<file path="config.mk">
export PLATFORM = sky130hd
export DESIGN_NAME = chip_settings_readout
export DESIGN_NICKNAME = d
export VERILOG_FILES = /design/src/hw/chip_settings_pkg.sv /design/src/hw/settings_reply_if.sv /design/src/hw/settings_reply_format.sv /design/src/hw/chip_settings_readout.sv
export SDC_FILE = /design/constraint.sdc
export NUM_CORES = 1
export LEC_CHECK = 0
export ABC_AREA = 0
export BUFFER_PORTS_ARGS = -buffer_cell sky130_fd_sc_hd__buf_2
export CORE_UTILIZATION = 45
export CTS_CLUSTER_DIAMETER = 30
export CTS_CLUSTER_SIZE = 25
export DETAILED_ROUTE_END_ITERATION = 12
export GPL_TIMING_DRIVEN = 0
export HOLD_SLACK_MARGIN = 0.06
export PLACE_DENSITY_LB_ADDON = 0.05
export SLEW_MARGIN = 40
export SYNTH_ARGS = -nofsm -noshare
export SYNTH_HDL_FRONTEND = slang
export SYNTH_HIERARCHICAL = 1
export SYNTH_SLANG_ARGS = --single-unit
</file>
<file path="constraint.sdc">
create_clock -name clk_sys_in -period 2.65 [get_ports clk_sys_in]
set_input_delay 0 -clock clk_sys_in [delete_from_list [all_inputs] [get_ports clk_sys_in]]
set_output_delay 0 -clock clk_sys_in [all_outputs]
set_load 0.01 [all_outputs]
</file>
<file path="src/hw/chip_settings_pkg.sv">
// Constants, codes and types shared by the chip settings readout block
package chip_settings_pkg;
    localparam int         REPORT_LEN      = 64;
    localparam int         IDX_W           = 6;
    localparam logic [7:0] CMD_READ_FLASH  = 8'hb0;
    localparam logic [7:0] SUB_CHIP_SET    = 8'h00;
    localparam logic [7:0] CODE_OK         = 8'h00;
    localparam logic [7:0] CODE_NOT_SUPP   = 8'h01;
    localparam logic [7:0] STRUCT_LEN      = 8'h0a;
    localparam logic [5:0] IDX_CMD         = 6'h00;
    localparam logic [5:0] IDX_CODE        = 6'h01;
    localparam logic [5:0] IDX_LEN         = 6'h02;
    localparam logic [5:0] IDX_PAD         = 6'h03;
    localparam logic [5:0] IDX_SERIAL_LEDS = 6'h04;
    localparam logic [5:0] IDX_CLOCK       = 6'h05;
    localparam logic [5:0] IDX_DAC         = 6'h06;
    localparam logic [5:0] IDX_LAST        = 6'h3f;
    // Byte 4 fields
    localparam int         BIT_SERIAL_EN   = 7;
    localparam int         BIT_RX_IDLE     = 6;
    localparam int         BIT_TX_IDLE     = 5;
    localparam int         BIT_I2C_IDLE    = 4;
    localparam int         BIT_SUSP_IDLE   = 3;
    localparam int         BIT_CFG_IDLE    = 2;
    localparam int         SEC_HI          = 1;
    localparam int         SEC_LO          = 0;
    localparam logic [1:0] SEC_UNSECURED   = 2'h0;
    localparam logic [1:0] SEC_PASSWORD    = 2'h1;
    // Byte 5 and byte 6 fields
    localparam int         DIV_HI          = 4;
    localparam int         DAC_REF_HI      = 7;
    localparam int         DAC_REF_LO      = 6;
    localparam int         BIT_DAC_SRC     = 5;
    localparam int         DAC_CODE_HI     = 4;
    localparam logic [1:0] DAC_REF_OFF     = 2'h0;
    // Register map, byte addresses
    localparam logic [7:0] REG_SERIAL_LEDS = 8'h00;
    localparam logic [7:0] REG_CLOCK       = 8'h04;
    localparam logic [7:0] REG_DAC         = 8'h08;
    localparam logic [7:0] REG_PIN_ENABLE  = 8'h0c;
    localparam logic [7:0] REG_STATUS      = 8'h10;
    localparam logic [7:0] REG_REPLY_COUNT = 8'h14;
    // Pin enable bits
    localparam int         EN_I2C          = 0;
    localparam int         EN_SUSPEND      = 1;
    localparam int         EN_CONFIGURED   = 2;
    localparam int         EN_CLOCK_OUT    = 3;
    // Reset values
    localparam logic [7:0] RST_SERIAL_LEDS = 8'h00;
    localparam logic [7:0] RST_CLOCK       = 8'h00;
    localparam logic [7:0] RST_DAC         = 8'h00;
    localparam logic [3:0] RST_PIN_ENABLE  = 4'h0;
    // Synchronised pin inputs
    localparam int         SYN_RX          = 0;
    localparam int         SYN_TX          = 1;
    localparam int         SYN_I2C         = 2;
    localparam int         SYN_SUSPEND     = 3;
    localparam int         SYN_CONFIGURED  = 4;
    localparam int         SYN_CLK48       = 5;
    localparam int         SYN_W           = 6;

    typedef enum logic [0:0] {
        ST_IDLE,
        ST_REPLY
    } state_t;
endpackage

</file>
<file path="src/hw/settings_reply_if.sv">
// Carrier between the reply sequencer and the reply byte formatter
`timescale 1ns/1ns
interface settings_reply_if;
    logic [5:0] index;
    logic       supported;
    logic [7:0] serial_leds;
    logic [7:0] clock_div;
    logic [7:0] dac_cfg;
    logic [7:0] reply_byte;

    modport sequencer (output index, output supported, output serial_leds, output clock_div,
                       output dac_cfg, input reply_byte);
    modport formatter (input index, input supported, input serial_leds, input clock_div,
                       input dac_cfg, output reply_byte);
endinterface

</file>
<file path="src/hw/settings_reply_format.sv">
// Combinational formatter of one reply byte by index
`timescale 1ns/1ns
module settings_reply_format (
    settings_reply_if.formatter rpl
);
    always_comb begin
        rpl.reply_byte = 8'h00;
        unique case (rpl.index)
            chip_settings_pkg::IDX_CMD: begin
                rpl.reply_byte = chip_settings_pkg::CMD_READ_FLASH;
            end
            chip_settings_pkg::IDX_CODE: begin
                rpl.reply_byte = rpl.supported ? chip_settings_pkg::CODE_OK
                                               : chip_settings_pkg::CODE_NOT_SUPP;
            end
            chip_settings_pkg::IDX_LEN: begin
                if (rpl.supported) begin
                    rpl.reply_byte = chip_settings_pkg::STRUCT_LEN;
                end
            end
            chip_settings_pkg::IDX_SERIAL_LEDS: begin
                if (rpl.supported) begin
                    rpl.reply_byte = rpl.serial_leds;
                end
            end
            chip_settings_pkg::IDX_CLOCK: begin
                if (rpl.supported) begin
                    rpl.reply_byte = {3'h0, rpl.clock_div[chip_settings_pkg::DIV_HI:0]};
                end
            end
            chip_settings_pkg::IDX_DAC: begin
                if (rpl.supported) begin
                    rpl.reply_byte = rpl.dac_cfg;
                end
            end
            default: begin
                rpl.reply_byte = 8'h00;
            end
        endcase
    end
endmodule

</file>
<file path="src/hw/chip_settings_readout.sv">
// Chip settings readout: request parsing, settings registers, indicator pins, clock output
`timescale 1ns/1ns
module chip_settings_readout (
    input  wire logic       clk_sys_in,
    input  wire logic       sys_rst_in,
    // Register port
    input  wire logic [7:0] reg_addr_in,
    input  wire logic [31:0] reg_wdata_in,
    input  wire logic       reg_wr_in,
    input  wire logic       reg_rd_in,
    output logic      [31:0] reg_rdata_out,
    // Request report, one byte per cycle
    input  wire logic       req_valid_in,
    input  wire logic [5:0] req_index_in,
    input  wire logic [7:0] req_byte_in,
    output logic            req_ready_out,
    // Reply report, one byte per cycle
    output logic            rsp_valid_out,
    output logic      [5:0] rsp_index_out,
    output logic      [7:0] rsp_byte_out,
    // Activity and state pins from outside
    input  wire logic       uart_rx_busy_in,
    input  wire logic       uart_tx_busy_in,
    input  wire logic       i2c_busy_in,
    input  wire logic       suspend_in,
    input  wire logic       usb_configured_in,
    input  wire logic       usb_clk_48_in,
    // Indicator and clock pins
    output logic            uart_rx_activity_indicator_out,
    output logic            uart_tx_activity_indicator_out,
    output logic            i2c_activity_indicator_out,
    output logic            suspend_indicator_out,
    output logic            usb_configured_indicator_out,
    output logic            general_purpose_pin_clock_out,
    output logic            general_purpose_pin_clock_oe_out
);
    typedef struct packed {
        chip_settings_pkg::state_t state;
        logic [5:0]                cnt;
        logic [7:0]                cmd;
        logic [7:0]                sub;
        logic                      supported;
        logic [7:0]                serial_leds;
        logic [7:0]                clock_div;
        logic [7:0]                dac_cfg;
        logic [3:0]                pin_en;
        logic [31:0]               rd_data;
        logic                      rsp_valid;
        logic [5:0]                rsp_index;
        logic [7:0]                rsp_byte;
        logic [5:0]                sync1;
        logic [5:0]                sync2;
        logic                      clk48_prev;
        logic [4:0]                div_cnt;
        logic                      clk_out;
        logic [4:0]                ind;
        logic [15:0]               reply_count;
    } state_all_t;

    state_all_t s;
    state_all_t next_s;

    settings_reply_if rpl ();

    settings_reply_format u_format (
        .rpl (rpl)
    );

    assign rpl.index       = s.cnt;
    assign rpl.supported   = s.supported;
    assign rpl.serial_leds = s.serial_leds;
    assign rpl.clock_div   = s.clock_div;
    assign rpl.dac_cfg     = s.dac_cfg;

    // Security field 10 or 11 means permanently locked
    function automatic logic is_locked(input logic [7:0] leds);
        is_locked = leds[chip_settings_pkg::SEC_HI];
    endfunction

    function automatic logic addr_is(input logic [7:0] addr, input logic [7:0] reg_off);
        addr_is = (addr == reg_off);
    endfunction

    // Indicator level: idle level, inverted while the condition holds and the pin is enabled
    function automatic logic drive_ind(input logic idle, input logic active, input logic en);
        drive_ind = idle ^ (active & en);
    endfunction

    logic [4:0] div_val;
    logic       clk48_rise;
    logic       wr_cfg_ok;

    always_comb begin
        div_val    = s.clock_div[chip_settings_pkg::DIV_HI:0];
        clk48_rise = s.sync2[chip_settings_pkg::SYN_CLK48] & ~s.clk48_prev;
        wr_cfg_ok  = reg_wr_in & ~is_locked(s.serial_leds);
    end

    always_comb begin
        next_s = s;

        // Two-flop synchronisers for every pin input
        next_s.sync1 = {usb_clk_48_in, usb_configured_in, suspend_in, i2c_busy_in,
                        uart_tx_busy_in, uart_rx_busy_in};
        next_s.sync2 = s.sync1;
        next_s.clk48_prev = s.sync2[chip_settings_pkg::SYN_CLK48];

        // Register writes; locked settings refuse changes
        if (wr_cfg_ok && addr_is(reg_addr_in, chip_settings_pkg::REG_SERIAL_LEDS)) begin
            next_s.serial_leds = reg_wdata_in[7:0];
        end
        if (wr_cfg_ok && addr_is(reg_addr_in, chip_settings_pkg::REG_CLOCK)) begin
            next_s.clock_div = {3'h0, reg_wdata_in[chip_settings_pkg::DIV_HI:0]};
        end
        if (wr_cfg_ok && addr_is(reg_addr_in, chip_settings_pkg::REG_DAC)) begin
            next_s.dac_cfg = reg_wdata_in[7:0];
        end
        if (reg_wr_in && addr_is(reg_addr_in, chip_settings_pkg::REG_PIN_ENABLE)) begin
            next_s.pin_en = reg_wdata_in[3:0];
        end

        // Register reads, data in the following cycle only
        next_s.rd_data = 32'h0000_0000;
        if (reg_rd_in) begin
            unique case (reg_addr_in)
                chip_settings_pkg::REG_SERIAL_LEDS: begin
                    next_s.rd_data = {24'h00_0000, s.serial_leds};
                end
                chip_settings_pkg::REG_CLOCK: begin
                    next_s.rd_data = {24'h00_0000, s.clock_div};
                end
                chip_settings_pkg::REG_DAC: begin
                    next_s.rd_data = {24'h00_0000, s.dac_cfg};
                end
                chip_settings_pkg::REG_PIN_ENABLE: begin
                    next_s.rd_data = {28'h000_0000, s.pin_en};
                end
                chip_settings_pkg::REG_STATUS: begin
                    next_s.rd_data = {16'h0000, 3'h0, s.sync2[chip_settings_pkg::SYN_CONFIGURED:0],
                                      s.clk_out, s.ind, is_locked(s.serial_leds),
                                      s.state == chip_settings_pkg::ST_REPLY};
                end
                chip_settings_pkg::REG_REPLY_COUNT: begin
                    next_s.rd_data = {16'h0000, s.reply_count};
                end
                default: begin
                    next_s.rd_data = 32'h0000_0000;
                end
            endcase
        end

        // Request intake and reply sequencing
        next_s.rsp_valid = 1'b0;
        unique case (s.state)
            chip_settings_pkg::ST_IDLE: begin
                if (req_valid_in) begin
                    if (req_index_in == chip_settings_pkg::IDX_CMD) begin
                        next_s.cmd = req_byte_in;
                    end
                    if (req_index_in == chip_settings_pkg::IDX_CODE) begin
                        next_s.sub = req_byte_in;
                    end
                    if (req_index_in == chip_settings_pkg::IDX_LAST
                        && s.cmd == chip_settings_pkg::CMD_READ_FLASH) begin
                        next_s.state     = chip_settings_pkg::ST_REPLY;
                        next_s.cnt       = 6'h00;
                        next_s.supported = (s.sub == chip_settings_pkg::SUB_CHIP_SET);
                    end
                end
            end
            chip_settings_pkg::ST_REPLY: begin
                next_s.rsp_valid = 1'b1;
                next_s.rsp_index = s.cnt;
                next_s.rsp_byte  = rpl.reply_byte;
                next_s.cnt       = s.cnt + 6'h01;
                if (s.cnt == chip_settings_pkg::IDX_LAST) begin
                    next_s.state       = chip_settings_pkg::ST_IDLE;
                    next_s.cmd         = 8'h00;
                    next_s.sub         = 8'h00;
                    next_s.cnt         = 6'h00;
                    next_s.reply_count = s.reply_count + 16'h0001;
                end
            end
        endcase

        // Indicator pins
        next_s.ind[0] = drive_ind(s.serial_leds[chip_settings_pkg::BIT_RX_IDLE],
                                  s.sync2[chip_settings_pkg::SYN_RX], 1'b1);
        next_s.ind[1] = drive_ind(s.serial_leds[chip_settings_pkg::BIT_TX_IDLE],
                                  s.sync2[chip_settings_pkg::SYN_TX], 1'b1);
        next_s.ind[2] = drive_ind(s.serial_leds[chip_settings_pkg::BIT_I2C_IDLE],
                                  s.sync2[chip_settings_pkg::SYN_I2C],
                                  s.pin_en[chip_settings_pkg::EN_I2C]);
        next_s.ind[3] = drive_ind(s.serial_leds[chip_settings_pkg::BIT_SUSP_IDLE],
                                  s.sync2[chip_settings_pkg::SYN_SUSPEND],
                                  s.pin_en[chip_settings_pkg::EN_SUSPEND]);
        next_s.ind[4] = drive_ind(s.serial_leds[chip_settings_pkg::BIT_CFG_IDLE],
                                  s.sync2[chip_settings_pkg::SYN_CONFIGURED],
                                  s.pin_en[chip_settings_pkg::EN_CONFIGURED]);

        // Clock output: one output period per div_val periods of the 48 MHz clock, or per two periods when div_val is 1
        if (!s.pin_en[chip_settings_pkg::EN_CLOCK_OUT] || div_val == 5'h00) begin
            next_s.div_cnt = 5'h00;
            next_s.clk_out = 1'b0;
        end else if (clk48_rise) begin
            if (s.div_cnt + 5'h01 >= div_val) begin
                next_s.div_cnt = 5'h00;
            end else begin
                next_s.div_cnt = s.div_cnt + 5'h01;
            end
            next_s.clk_out = (s.div_cnt < (div_val >> 1)) || (div_val == 5'h01 && !s.clk_out);
        end
    end

    always_ff @(posedge clk_sys_in) begin
        if (sys_rst_in) begin
            s             <= '0;
            s.state       <= chip_settings_pkg::ST_IDLE;
            s.serial_leds <= chip_settings_pkg::RST_SERIAL_LEDS;
            s.clock_div   <= chip_settings_pkg::RST_CLOCK;
            s.dac_cfg     <= chip_settings_pkg::RST_DAC;
            s.pin_en      <= chip_settings_pkg::RST_PIN_ENABLE;
        end else begin
            s <= next_s;
        end
    end

    assign reg_rdata_out                    = s.rd_data;
    assign req_ready_out                    = (s.state == chip_settings_pkg::ST_IDLE);
    assign rsp_valid_out                    = s.rsp_valid;
    assign rsp_index_out                    = s.rsp_index;
    assign rsp_byte_out                     = s.rsp_byte;
    assign uart_rx_activity_indicator_out   = s.ind[0];
    assign uart_tx_activity_indicator_out   = s.ind[1];
    assign i2c_activity_indicator_out       = s.ind[2];
    assign suspend_indicator_out            = s.ind[3];
    assign usb_configured_indicator_out     = s.ind[4];
    assign general_purpose_pin_clock_out    = s.clk_out;
    assign general_purpose_pin_clock_oe_out = s.pin_en[chip_settings_pkg::EN_CLOCK_OUT];
endmodule

</file>
==> results of run 1 <==
area by class of cell:
cell class,instances,area [um2]
inverter,13,48.80
timing repair buffer,102,630.6
buffer,86,533.0
fill,1163,5315
multi-input combinational,442,2949
tap,172,215.2
clock buffer,17,425.4
sequential,120,2402
clock inverter,15,151.4
timing repair:
action                                 CTS  global route
hold buffers                            24             0
setup endpoints to repair                0             4
endpoints found under the hold margin   55             0
gates resized for setup                  0             1
metal layers:
metal	global-route usage (%)	up-vias	share of wire, %
met4	8.718	0	1.9
li1	-	2524	-
met1	30.81	2357	47
met2	36.49	146	46
met5	0	-	0
met3	6.383	24	4.9
stage by stage:
| stage | util, % | hold WS (ns) | instance area (um2) | instances |
|---|---|---|---|---|
| after global routing | 58.05 | 0.09663 | 7356 | 967 |
| after global placement | 51.58 | 0.2085 | 6536 | 911 |
| after floorplan | - | 0.1282 | 5931 | 661 |
| final | 58.05 | 0.08313 | 7356 | 967 |
| after detailed placement | 51.58 | 0.2178 | 6536 | 911 |
| after CTS | 58.03 | 0.06914 | 7353 | 967 |
flip-flops by register name, summed over array words and instances (netlist names), 5 cells and up:
name,cells
next_s,7
reg_rdata_out,16
rpl.clock_div,5
rpl.dac_cfg,8
rpl.index,6
rpl.serial_leds,8
rsp_byte_out,8
rsp_index_out,6
s,47
placed cells by master (no fill, tap or decap), types with 17 or more instances in the layout:
| master | instances |
|---|---|
| o211ai_1 | 21 |
| nor2_1 | 69 |
| buf_2 | 84 |
| a21oi_1 | 41 |
| nand2_1 | 25 |
| dlygate4sd3_1 | 24 |
| buf_4 | 46 |
| nand3_1 | 24 |
| clkbuf_16 | 17 |
| nor2b_1 | 26 |
| dfxtp_1 | 120 |
| mux2i_1 | 49 |
| clkbuf_1 | 20 |
power by group:
group          switching (W)  leakage, nW  total (W)  internal [W]
clock               0.000852        0.268    0.00223       0.00138
combinational       0.000108         1.73   0.000197     0.0000891
sequential        0.00000552        0.969    0.00182       0.00182
worst max-delay path: stages, from the launching register on:
cell and delay (ns):
dfxtp_1 0.54, ha_1 0.34, nand3_2 0.24, or3_1 0.41, clkbuf_1 0.20, nor4_1 0.25
mux2_2 0.37
synth_stat cells (all sizes together), types with 12 or more instances:
library cell	count	area (um2)
a21oi	41	205.2
buf	66	457.9
clkbuf	20	75.07
dfxtp	120	2402
inv	13	48.80
mux2	12	135.1
mux2i	49	490.5
nand2	26	105.1
nand3	26	140.1
nor2	70	262.8
nor2b	26	162.7
o211ai	21	157.7
kinds of logic after synthesis:
logic type,count (synthesis),synth area share (%)
adder cells (fa/ha/maj),11,2.343
flip-flops,120,40.89
XOR/XNOR,15,2.236
AO/OA/AOI/OAI,113,12.55
AND/OR/NAND/NOR,226,21.36
buffers and inverters,99,9.904
multiplexers,61,10.65
other,1,0.06384
path summary, 6_finish.rpt:
path	cells after the start	slack, ns	from	end
worst min register to register	1	0.43	next_s[32]	s[32]
worst min-delay path	4	0.08	req_index_in[0]	s[129]
worst max register to register	6	0.19	rpl.index[1]	s[15]
worst max-delay path	6	0.19	rpl.index[1]	s[15]
==> impl_metrics.toml, run 1 <==
[run_status]
status = "complete, no violations"

[logic_synthesis]
ys_warn_count = 6
netlist_instances = 646
yosysSeqAreaShare_pct = 40.89
ys_ff_latch = 120
syn_avg_cell_area_um2 = 9.093
synth_edf_count = 0
synthDistinctLibCells = 63
synth_ff_type = "dfxtp_1"
asyncSetResetFlopFracSynth_pct = 0
synth_area_mm2 = 0.005874

[place]
io_buffers = 78
pre_cts_ws_ns = 0.2256
gp_congestion = 0.8534
dp.final_hpwl_mm = 10.89

[sta]
period_needed_ns = 2.463
grt_setup_unrepaired = "no"
fin_skew_ns = 0.005747
worst_slew_pin_slew_ns = 0.7439
final-setup-viol-count = 0
setup_slack_ns = 0.1869
finalHoldViolations = 0
post-route-period-util_pct = 92.95
relSlewSlack_pct = 50.28
finalSetupTns_ns = 0
slew_viol_final = 0
fmax_ghz = 0.4060

[route]
drt.antenna.violating_nets = 0
wl_per_cell_um = 15.29
num_vias = 5051
wirelength_mm = 14.79
vias_per_cell = 5.223
drtIter0Drc = 285
drcViolationCount = 0
first_pass_iters = 4

[clocking]
htreeDepth = 4
cts_root_buffer = "clkbuf_16"
clock_latency_ns = 0.42
postCtsSetupBuffers = 0
path_clk_slew_ns = 0.06
cts.sinks = 120
cts_tree = "yes"
cts_buffer_depth = 2
numCtsBuffers = 17

[critical_path]
crit_type = "flop to flop"
crit_fanout = 9
critPathLaunchType = "flop"
crit_path_end_kind = "flop"
arrival_ns = 2.77
worstPathRequired_ns = 2.96

[final_layout]
num_antenna_cells = 0
finalNetCount = 858
area_delta_synth_final_pct = 25.22
drive_above_1_share_pct = 24.15

[worst_hold_path]
hold_path.class = "primary input to flop"

[floorplan]
coreArea_mm2 = 0.01267
fp.dieH_um = 116.3
io_pins = 120
die_w_um = 116.3
die_area_mm2 = 0.01352
initial_core_util_pct = 46.36
num_rows = 41

[global_routing]
antenna_found_initial = 0
overflow = 0
grtUsageTotal_pct = 23.38
grt_first_pass_wirelength_mm = 23.92
grt_max_degree = 17
grt_pass1_vias = 4655

[power_and_ir_drop]
ir_drop_uv = 422.0
p_per_area_mw_per_mm2 = 577.7
total_power_w = 0.004250
p_leak_nw = 2.971

[flow_run]
drv_cap = 0
(Power assumes the default switching activity.)
==> run 2, diff against run 1 <==
- SYNTH_HIERARCHICAL: 1 -> unset
==> run 2 against run 1 <==
Worst hold slack gained 0.014 ns; sequential cell count unchanged; fmax rose by 5.1%; via count fell by 0.99%; global-route usage grew 0.51 points; worst setup slack better by 0.12 ns; clock skew fell by 0.00053 ns; final area is 2.5% higher; final cell count grew 0.10%; sequential share of layout area shrank 0.79 points; combinational power increased by 9%; area after synthesis is 1.2% lower.
==> impl_metrics.toml, run 2 <==
[critical_path]
crit_chain = "or4b_1 -> nor4_1 -> dlygate4sd3_1 -> nand4_1 -> a21oi_1"
crit_family = "simple AND/OR/NAND/NOR gates"
crit_type = "flop to flop"
critPathLaunchType = "flop"
crit_path_end_kind = "flop"
cpMaxStageDelayCell = "dlygate4sd3_1"
arrival_ns = 2.69
worstPathRequired_ns = 3.00
crit_fanout = 3
slowest_delay_ns = 0.66
critPathBufInv = 1

[route]
wirelength_mm = 15.09
wl_met1_mm = 7.102
wl_met2_mm = 6.749
met3_wirelength_um = 846
drcViolationCount = 0
top_layer_used = "met4"
num_vias = 5001
drtIter0Drc = 308
vias_per_cell = 5.166
drt.antenna.violating_nets = 0
first_pass_iters = 4
wl_per_cell_um = 15.59

[power_and_ir_drop]
p_per_area_mw_per_mm2 = 605.7
total_power_w = 0.004566
p_leak_nw = 3.034
ir_drop_uv = 404.6

[sta]
finalHoldViolations = 0
grt_setup_unrepaired = "no"
fmax_ghz = 0.4267
final-setup-viol-count = 0
relSlewSlack_pct = 48.65
slew_viol_final = 0
finalSetupTns_ns = 0
fin_skew_ns = 0.005217
setup_slack_ns = 0.3063
post-route-period-util_pct = 88.44
period_needed_ns = 2.344
worst_slew_pin_slew_ns = 0.7623

[logic_synthesis]
synth-compound-area-share_pct = 12.80
synth_ff_type = "dfxtp_1"
synth.mux.area_fraction_pct = 8.623
synthDistinctLibCells = 64
syn_avg_cell_area_um2 = 9.228
synthSimpleGateAreaFrac_pct = 23.13
synth_edf_count = 0
synthTopCellsByCount = "dfxtp_1, nor2_1, buf_4"
synth.most_common_cell = "dfxtp_1"
synth-xor-area-share_pct = 1.509
synth_area_mm2 = 0.005804
yosysSeqAreaShare_pct = 41.39
asyncSetResetFlopFracSynth_pct = 0
ys_warn_count = 0
yosysTopAreaCellShare_pct = 41.39
synth_top_area_cell = "dfxtp_1"
ys_ff_latch = 120
netlist_instances = 629
synth_fa_ha_area_share_pct = 3.018
synth_top_family_by_area = "simple AND/OR/NAND/NOR gates"
netlist_top_cells_area = "dfxtp_1, buf_4, mux2i_1"

[place]
gp_congestion = 0.8477
placed_area_mm2 = 0.006466
io_buffers = 78
pre_cts_ws_ns = 0.3356
dp.final_hpwl_mm = 10.77

[final_layout]
num_antenna_cells = 0
largest_reg_flops = 47
final_common_cell = "dfxtp_1"
layout_common_cells = "dfxtp_1, buf_2, nor2_1"
drive_above_1_share_pct = 23.99
finalNetCount = 862
area_delta_synth_final_pct = 29.86
final_design_area_no_fill_mm2 = 0.007537
regMostFlops = "s"

[global_routing]
grt_first_pass_wirelength_mm = 24.16
grt_pass1_vias = 4737
overflow = 0
antenna_found_initial = 0
grtUsageTotal_pct = 23.89
grt_max_degree = 17

[floorplan]
io_pins = 120
fp.dieH_um = 115.6
die_w_um = 115.6
initial_core_util_pct = 45.99
die_area_mm2 = 0.01336
coreArea_mm2 = 0.01262
num_rows = 41

[clocking]
cts_tree = "yes"
numCtsBuffers = 17
clock_latency_ns = 0.42
hold_buffers = 42
cts_resized = 0
cts_buffer_depth = 2
cts.sinks = 120
htreeDepth = 4
postCtsSetupBuffers = 0
cts_root_buffer = "clkbuf_16"
path_clk_slew_ns = 0.05

[flow_run]
drv_cap = 0

[run_status]
status = "complete, no violations"

[worst_hold_path]
hold_path.class = "primary input to flop"
## run 2: cell types whose count changed in the layout (fill, tap and decap cells not counted), moves of 8 or more
cell	change
dlygate4sd3_1	+18
mux2i_1	-17
o211ai_1	-16
a21oi_1	-14
o21ai_0	+13
nand2b_1	+11
nand4_1	+8
## run 2: power breakdown
group          switching [W]  internal, W  leakage, nW
registers         0.00000659      0.00182        0.969
clock network       0.000841      0.00169        0.302
logic               0.000116    0.0000980         1.76
## run 2: cells by family (layout without fill, tap and decap cells)
kind of cell / Yosys count / in the layout
AO/OA/AOI/OAI: 106 / 106
XOR/XNOR: 10 / 10
adder cells (fa/ha/maj): 14 / 14
buffers and inverters: 96 / 248
flip-flops: 120 / 120
multiplexers: 45 / 45
other: 1 / 16
AND/OR/NAND/NOR: 237 / 237
## run 2: cell type report
class	instances	area (um2)
repair buffers	120	810.8
flip-flops and latches	120	2402
inverters	16	60.06
well taps	172	215.2
clock inverters	12	198.9
clock buffers	20	446.7
plain buffers	80	489.2
multi-input cells	428	2914
fillers	1098	5082
## run 2: path summary, 6_finish.rpt
| kind | start | endpoint | slack, ns | cells after the start |
|---|---|---|---|---|
| worst max register to register | s[125] | rpl.supported | 0.31 | 5 |
| worst min-delay path | req_valid_in | s[120] | 0.1 | 4 |
| worst max-delay path | s[125] | rpl.supported | 0.31 | 5 |
| worst min register to register | next_s[32] | s[32] | 0.43 | 1 |
## run 2: worst register-to-register path: cells and delay by family, from the launching register on
kind                   cells  cell delay [ns]
and+or+nand+nor            3             1.18
AOI/OAI and AO/OA          1             0.12
buffers and inverters      1             0.66
DFF                        1             0.31
## run 2: metrics by stage
step	utilization [%]	instances	hold WS, ns
2_1_floorplan	-	644	0.07910
3_3_place_gp	51.24	894	0.2081
3_5_place_dp	51.24	894	0.2220
4_1_cts	59.69	968	0.06743
5_1_grt	59.73	968	0.1138
6_report	59.73	968	0.09687
## run 2: per-layer routing
layer	track usage (%)	up-vias
met5	0	-
met4	10.65	0
met3	5.962	33
met2	37.17	157
met1	31.33	2307
li1	-	2504
